File: src/lfs_pkg.sv
// package: constants and types for the led fault supervisor
package lfs_pkg;
    localparam int unsigned CLK_MHZ        = 250;
    // least times, in their own units
    localparam int unsigned SHORT_QUAL_NS  = 1000;
    localparam int unsigned BLANK_NS       = 50;
    localparam int unsigned RETRY_US       = 20;
    localparam int unsigned SHORT_QUAL_CYC = (SHORT_QUAL_NS * CLK_MHZ + 999) / 1000;
    localparam int unsigned BLANK_CYC      = (BLANK_NS * CLK_MHZ + 999) / 1000;
    localparam int unsigned RETRY_CYC      = RETRY_US * CLK_MHZ;
    // oscillator cycle counts
    localparam int unsigned HICCUP_OSC     = 8192;
    localparam int unsigned BB_OSC         = 8192;
    localparam int unsigned CNT_W          = 14;
    localparam int unsigned TMR_W          = 13;
    localparam logic [CNT_W-1:0] CNT_ZERO  = 14'h0000;

    typedef enum logic [2:0] {
        LFS_RUN    = 3'b001,
        LFS_HICCUP = 3'b010,
        LFS_RETRY  = 3'b100
    } lfs_state_t;
endpackage

File: src/lfs_supervisor.sv
// top module: led driver fault and protection sequencer
`timescale 1ns/1ps
`default_nettype none
// Behaviour
// RQ1 - overvoltage: gate low, dim high, fault
// RQ2 - overvoltage cleared: restore drives, release fault
// RQ3 - fault open-drain low on ov/short/hot
// RQ4 - fault released when cause ends
// RQ5 - overtemperature: both transistors off
// RQ6 - re-enable after temperature hysteresis drop
// RQ7 - boost short qualified after one microsecond
// RQ8 - hiccup 8192 oscillator cycles, all off
// RQ9 - retry; fault clears after 20us clean
// RQ10 - hiccup can be omitted by option
// RQ11 - buck-boost short keeps regulating, detected
// RQ12 - up count 8192 cycles sets fault
// RQ13 - down count 8192 cycles clears fault
// RQ14 - ignore current sense 50ns blanking
// RQ15 - current trip ends on-time after blanking
// RQ16 - dim low: disconnect amp, dim high
// RQ17 - timers on oscillator, cleared by reset
// RQ18 - gate enable is dim and no faults; code masks only ov, hot, hiccup, not retry latch or buck-boost fault
module lfs_supervisor #(
    parameter bit HICCUP_EN = 1'b1
) (
    input  wire logic clk,
    input  wire logic resetn,
    input  wire logic osc_tick,
    input  wire logic boost_mode,
    input  wire logic overvoltage_sense,
    input  wire logic over_temp,
    input  wire logic boost_short_sense,
    input  wire logic bb_short_sense,
    input  wire logic switch_current_trip,
    input  wire logic pulse_dim_input,
    output logic      switch_gate_drive,
    output logic      dim_gate_drive,
    output logic      amp_connect,
    output logic      fault_flag_n_o,
    output logic      fault_flag_n_oe
);
    import lfs_pkg::*;

    // ************************************************************
    // input synchronisers
    // ************************************************************
    logic [7:0] s1_q;
    logic [7:0] s2_q;
    logic [7:0] raw;
    assign raw = {osc_tick, boost_mode, overvoltage_sense, over_temp,
                  boost_short_sense, bb_short_sense, switch_current_trip, pulse_dim_input};
    always_ff @(posedge clk) begin
        if (!resetn) begin
            s1_q <= 8'h00;
            s2_q <= 8'h00;
        end else begin
            s1_q <= raw;
            s2_q <= s1_q;
        end
    end
    wire osc_s  = s2_q[7];
    wire boost  = s2_q[6];
    wire ov     = s2_q[5]; // comparator hysteresis is analog [RQ2]
    wire hot    = s2_q[4]; // detector hysteresis is analog [RQ6]
    wire bshort = s2_q[3];
    wire bbsh   = s2_q[2];
    wire itrip  = s2_q[1];
    wire dim    = s2_q[0];

    logic osc_d_q;
    always_ff @(posedge clk) begin
        if (!resetn) osc_d_q <= 1'b0;
        else osc_d_q <= osc_s;
    end
    wire cyc_start = osc_s & ~osc_d_q;

    // ************************************************************
    // boost short qualification and hiccup sequence
    // ************************************************************
    logic [8:0] qual_q;
    wire short_qual = HICCUP_EN && boost && (qual_q >= 9'(SHORT_QUAL_CYC)); // [RQ7] [RQ10]
    always_ff @(posedge clk) begin
        if (!resetn || !bshort || !boost) qual_q <= 9'h000;
        else if (!short_qual) qual_q <= qual_q + 9'h001;
    end

    lfs_state_t st_q;
    lfs_state_t st_d;
    logic [TMR_W-1:0] hic_q;
    logic [12:0]      rty_q;
    logic             latch_q;
    wire hic_done = cyc_start && (hic_q == TMR_W'(HICCUP_OSC - 1));
    wire rty_done = (rty_q == 13'(RETRY_CYC - 1));
    always_comb begin
        case (st_q)
            LFS_RUN:    st_d = short_qual ? LFS_HICCUP : LFS_RUN;
            LFS_HICCUP: st_d = hic_done ? LFS_RETRY : LFS_HICCUP; // [RQ8]
            LFS_RETRY:  st_d = short_qual ? LFS_HICCUP : (rty_done ? LFS_RUN : LFS_RETRY);
            default:    st_d = LFS_RUN;
        endcase
    end
    always_ff @(posedge clk) begin
        if (!resetn) begin // [RQ17]
            st_q    <= LFS_RUN;
            hic_q   <= '0;
            rty_q   <= 13'h0000;
            latch_q <= 1'b0;
        end else begin
            st_q    <= st_d;
            hic_q   <= (st_q != LFS_HICCUP) ? '0 : hic_q + TMR_W'(cyc_start); // [RQ17]
            rty_q   <= (st_q != LFS_RETRY) ? 13'h0000 : rty_q + 13'h0001;
            // set wins over the retry clear
            latch_q <= short_qual | (latch_q & ~(st_q == LFS_RETRY && rty_done)); // [RQ9]
        end
    end
    wire hiccup_off = (st_q == LFS_HICCUP);

    // ************************************************************
    // buck-boost short up/down counter
    // ************************************************************
    logic [CNT_W-1:0] bb_q;
    logic             bb_flt_q;
    wire bb_on = ~boost & bbsh; // switching continues in this case [RQ11]
    always_ff @(posedge clk) begin
        if (!resetn || boost) begin // [RQ17]
            bb_q     <= CNT_ZERO;
            bb_flt_q <= 1'b0;
        end else if (cyc_start) begin
            if (bb_on != bb_flt_q) begin
                if (bb_q == CNT_W'(BB_OSC - 1)) begin
                    bb_q     <= CNT_ZERO;
                    bb_flt_q <= bb_on; // [RQ12] [RQ13]
                end else begin
                    bb_q <= bb_q + 14'h0001;
                end
            end else begin
                bb_q <= CNT_ZERO; // consecutive cycles only
            end
        end
    end

    // ************************************************************
    // leading-edge blanking and peak current termination
    // ************************************************************
    logic [3:0] blank_q;
    logic       on_q;
    wire blanked = (blank_q != 4'h0); // [RQ14]
    always_ff @(posedge clk) begin
        if (!resetn) begin
            blank_q <= 4'h0;
            on_q    <= 1'b0;
        end else if (cyc_start) begin
            blank_q <= 4'(BLANK_CYC);
            on_q    <= 1'b1;
        end else begin
            if (blanked) blank_q <= blank_q - 4'h1;
            if (!blanked && itrip) on_q <= 1'b0; // [RQ15]
        end
    end

    // ************************************************************
    // outputs
    // ************************************************************
    wire gate_en  = dim & ~ov & ~hot & ~hiccup_off; // [RQ18] [RQ1] [RQ5] [RQ16]
    wire fault    = ov | hot | hiccup_off | latch_q | bb_flt_q; // [RQ3] [RQ4] [RQ8]
    always_ff @(posedge clk) begin
        if (!resetn) begin
            switch_gate_drive <= 1'b0;
            dim_gate_drive    <= 1'b1;
            amp_connect       <= 1'b0;
            fault_flag_n_o    <= 1'b0;
            fault_flag_n_oe   <= 1'b1;
        end else begin
            switch_gate_drive <= gate_en & on_q & (cyc_start | ~itrip | blanked);
            dim_gate_drive    <= ~gate_en; // [RQ1] [RQ2] [RQ5] [RQ16]
            amp_connect       <= dim & ~hiccup_off; // [RQ8] [RQ16]
            fault_flag_n_o    <= 1'b0;
            fault_flag_n_oe   <= ~fault; // low pulls the line [RQ3]
        end
    end
endmodule
`default_nettype wire

File: config.mk
export PLATFORM = sky130hd
export DESIGN_NAME = lfs_supervisor
export DESIGN_NICKNAME = d
export VERILOG_FILES = /design/src/lfs_pkg.sv /design/src/lfs_supervisor.sv
export SDC_FILE = /design/constraint.sdc
export NUM_CORES = 1
export LEC_CHECK = 0
export ABC_CLOCK_PERIOD_IN_PS = 5700
export BUFFER_PORTS_ARGS = -buffer_cell sky130_fd_sc_hd__buf_2
export CELL_PAD_IN_SITES_DETAIL_PLACEMENT = 1
export CELL_PAD_IN_SITES_GLOBAL_PLACEMENT = 1
export CORE_MARGIN = 4
export CORE_UTILIZATION = 52
export CTS_BUF_LIST = sky130_fd_sc_hd__clkbuf_2 sky130_fd_sc_hd__clkbuf_4 sky130_fd_sc_hd__clkbuf_8
export DETAILED_ROUTE_END_ITERATION = 12
export GPL_ROUTABILITY_DRIVEN = 0
export GPL_TIMING_DRIVEN = 0
export PLACE_DENSITY = 0.83
export SYNTH_ARGS = -nofsm -noshare
export SYNTH_HDL_FRONTEND = slang
export SYNTH_SLANG_ARGS = --single-unit
File: constraint.sdc
create_clock -name clk -period 5.7 [get_ports clk]
set_input_delay 1.14 -clock clk [delete_from_list [all_inputs] [get_ports clk]]
set_output_delay 1.14 -clock clk [all_outputs]
set_load 0.01 [all_outputs]
Yosys cells after proc, flatten, opt, wreduce, memory -nomap -nowiden
Cells that the tools add are included.

word-level totals
  register bits after elaboration = 80
  bits of input ports = 10
  logic and storage cells = 87

operators by class
  $add $sub $neg = 5
  $lt $le $gt $ge = 1
  equal/unequal tests = 9
  mux-type cells = 11
  bitwise operators = 26
  reductions and logical operators = 18

operator list
  operator               number
  $mux 14                2
  $eq 13x13->1 const B   2
  $add 14x1->14 const B  1
  $eq 14x13->1 const B   1
  $add 13x1->13          1
  $add 13x1->13 const B  1
  $not 1->1              10
  $add 9x1->9 const B    1
  $and 1x1->1            9
  $ge 9x8->1 const B     1
  $mux 3                 3
  $pmux 3 s3             1
  $mux 4                 2
  $or 1x1->1             7
  $reduce_or 2->1        3
  $logic_and 1x1->1      4
  $logic_not 1->1        4
  $reduce_bool 2->1      2
  $reduce_bool 4->1      1
  $sub 4x1->4 const B    1
  $eq 3x1->1 const B     1
  $eq 3x2->1 const B     1
  $eq 3x3->1 const B     1
  $logic_or 1x1->1       3
  6 further kinds        7

Longest topological paths before layout
  word-level depth = 6
  gate-level depth with buffers = 7

Worst setup path after synthesis
No wires, ideal clock.

  path kind = input -> register
  from = input resetn
  to = register bb_q[9]
  arrival = 2,265 ps
  required time = 5,631 ps
  path slack = 3,366 ps
  cell stages on the path = 5
  buffers on the path = 1
  cell sequence = nand2b_1 buf_2 or4_4 or3_1 o21ai_1

on the way
  longest elaborated chain between the ends = 2

ends and longest elaborated chain
  what                  RTL line               text
  start, declared       lfs_supervisor.sv:27   input wire logic resetn,
  $logic_not 1->1       -
  $logic_or 1x1->1      lfs_supervisor.sv:125  if (!resetn || boost) begin
  end signal, assigned  lfs_supervisor.sv:134  bb_q <= bb_q + 14'h0001;
  end, declared         lfs_supervisor.sv:121  logic [CNT_W-1:0] bb_q;

Every way passes these cells.
A chain may end at the register's enable or synchronous reset.

Final worst setup path
  from = input resetn
  to = register bb_q[8]

Same word-level chain as after synthesis.

==> impl_metrics.ini <==
[power_and_ir_drop]
p_leak_nw = 1.310
powerDensity_mw_per_mm2 = 296.2
vdd_drop_max_mv = 0.1775
power_mw = 1.076

[global_routing]
grt_remaining_overflow = 0
grt_start_max_net_pins = 17
grt_pass1_vias = 2720
track_usage_pct = 21.03
grt_pass1_wl_um = 12620
antenna_found_initial = 0

[setup_path]
regToRegSetupSlack_ns = 3.52
r2r-start = bb_q[0]
crit_fanout = 10
setup.worst_path.start_class = input pin
cp-end-kind = flop
crit_top_cell = buf_2
crit_chain = buf_2 > nand2b_1 > buf_2 > nor4_1 > buf_2 > o21ai_0 > a31oi_1
critical_path.top_delay_family = buffers and inverters
r2r-end = bb_q[13]
crit_buf_inv = 3
critPathSlowestCell = nor4_1
arrival_ns = 2.59
required_ns = 5.99
reg2reg_depth = 7
max_stage_delay_ns = 0.50
critical_path_class = in2reg

[clock_tree]
cts_tree = done
cts.path.max_buffers = 2
root_buffer = clkbuf_8
clock-sinks = 80
insertion_delay_ns = 0.36
cts.reportedPaths.clkPinSlew_ns = 0.09
cts_resized = 0
htreeDepth = 3
cts-buffers-inserted = 9
cts_setup_buffers = 0
postCtsHoldBufs = 0

[yosys]
synth_area_leaders = dfxtp_1 (49%), nor2_1 (5.5%), xor2_1 (4.5%), and2_1 (3.6%), xnor2_1 (3.5%)
synth.most_common_cell = dfxtp_1
synth_commonest_cells = dfxtp_1 (80), nor2_1 (48), nand2_1 (27), a21oi_1 (20), and2_1 (19)
syn_nets = 382
synthFlopType = dfxtp_1
synthesis.area_sq_mm = 0.003287
synthCells = 365
syn_area_per_cell_sq_um = 9.005
ys_types = 49
ys_ff_latch = 80
synth_top_area_share_pct = 48.72
ys_warn_count = 0
synthArstFlopShare_pct = 0
synth_top_cell_by_area = dfxtp_1
synth-edff-count = 0
ys_seq_area_share_pct = 48.72

[detailed_routing]
vias = 2660
wl_per_cell_um = 15.45
drt_wl_total_um = 7247
drc = 0
ant_nets = 0
dr.pass1.iters = 4
drt_iter0_drc = 106
viasPerCell = 5.672

[sta]
max_freq_mhz = 434.4
fin_crit_ns = 2.302
setup_tns_ns = 0
worst_slew_pin_slew_ns = 0.6893
setup_viol = 0
slew_violations = 0
rsz0062_at_grt = false
slew_headroom_pct = 53.95
fin_crit_sh_pct = 40.39
finalClockSkew_ns = 0.009963
hold_ws_ns = 0.4399
hold_viol = 0

[placement]
portBuffers = 13
dp_hpwl_um = 5070
dpl_cell_area_sq_mm = 0.003446

[floorplan]
dieArea_sq_mm = 0.007657
start_util_pct = 54.55
rows = 28
io_pins = 15
core_area_sq_mm = 0.006026
die_h_um = 87.51
die_x_um = 87.51

[flow_run]
cap_violations = 0

[layout]
drive_gt1_share_pct = 10.41
syn2layout_area_growth_pct = 10.51
fin_area_sq_mm = 0.003632
fillers = 711
fin_nets = 406
antennaDiodeCount = 0

[worst_hold_path]
hp-class = reg2reg
min_from = s1_q[4]
holdPathStages = 1
min_to = s2_q[4]

[status]
status = finished clean
report_power, final:
| group | internal, mW | leakage [nW] | total [mW] | switching (mW) |
|---|---|---|---|---|
| logic | 0.0378 | 0.568 | 0.0883 | 0.0505 |
| registers | 0.576 | 0.649 | 0.587 | 0.0103 |
| clock network | 0.167 | 0.0927 | 0.401 | 0.234 |
| total | 0.781 | 1.31 | 1.08 | 0.294 |
through the flow:
step	std cells	util [%]	setup slack, ns
floorplan	365	-	3.366
global placement	453	57.18	3.114
detailed placement	453	57.18	3.056
CTS	469	60.28	3.423
global route	469	60.28	3.254
finish	469	60.28	3.398
logic make-up after synthesis:
logic type / share of synthesized area (%)
and+or+nand+nor: 27.26
AOI/OAI and AO/OA: 10.09
buffers and inverters: 2.360
other: 0.1141
DFF: 48.72
muxes: 0.3045
adders and majority gates: 2.665
xor gates and xnor gates: 8.489
flip-flops by register name (all words and copies together), names as in the netlist:
signal,flops
qual_q,9
hic_q,13
osc_d_q,1
switch_gate_drive,1
st_q,3
dim_gate_drive,1
on_q,1
amp_connect,1
latch_q,1
fault_flag_n_oe,1
s2_q,8
blank_q,4
rty_q,13
bb_q,14
s1_q,8
bb_flt_q,1
cell usage in the layout (no fill, tap or decap), drive strengths merged, types with 15 or more instances in the layout:
master and instances:
a21oi 20, and2 19, buf 16, clkbuf 15
dfxtp 80, nand2 27, nand3 18, nor2 48
xor2 17
area by class of cell:
type	instances	area (sq um)	area share, %
clock inverters	7	62.56	1.722
well taps	75	93.84	2.584
flip-flops and latches	80	1602	44.09
inverters	10	37.54	1.033
plain buffers	9	40.04	1.102
clock buffers	9	123.9	3.410
multi-input cells	266	1608	44.26
repair buffers	13	65.06	1.791
worst max-delay path by stage:
| stage | slack [ns] | to | start | cells after the start |
|---|---|---|---|---|
| 2_1_floorplan | 3.37 | bb_q[9] | resetn | 5 |
| 3_3_place_gp | 3.11 | bb_q[8] | resetn | 7 |
| 3_5_place_dp | 3.06 | bb_q[8] | resetn | 7 |
| 4_1_cts | 3.42 | bb_q[8] | resetn | 7 |
| 5_1_grt | 3.25 | bb_q[6] | resetn | 7 |
| 6_report | 3.40 | bb_q[8] | resetn | 7 |
metal layers:
layer	track usage, %	part of all wire (%)	routed length [um]
met5	0	0	0
met4	10.60	3.0	216
met3	4.447	2.5	183
met2	34.73	49	3522
met1	25.88	46	3323
(Power assumes the default switching activity.)
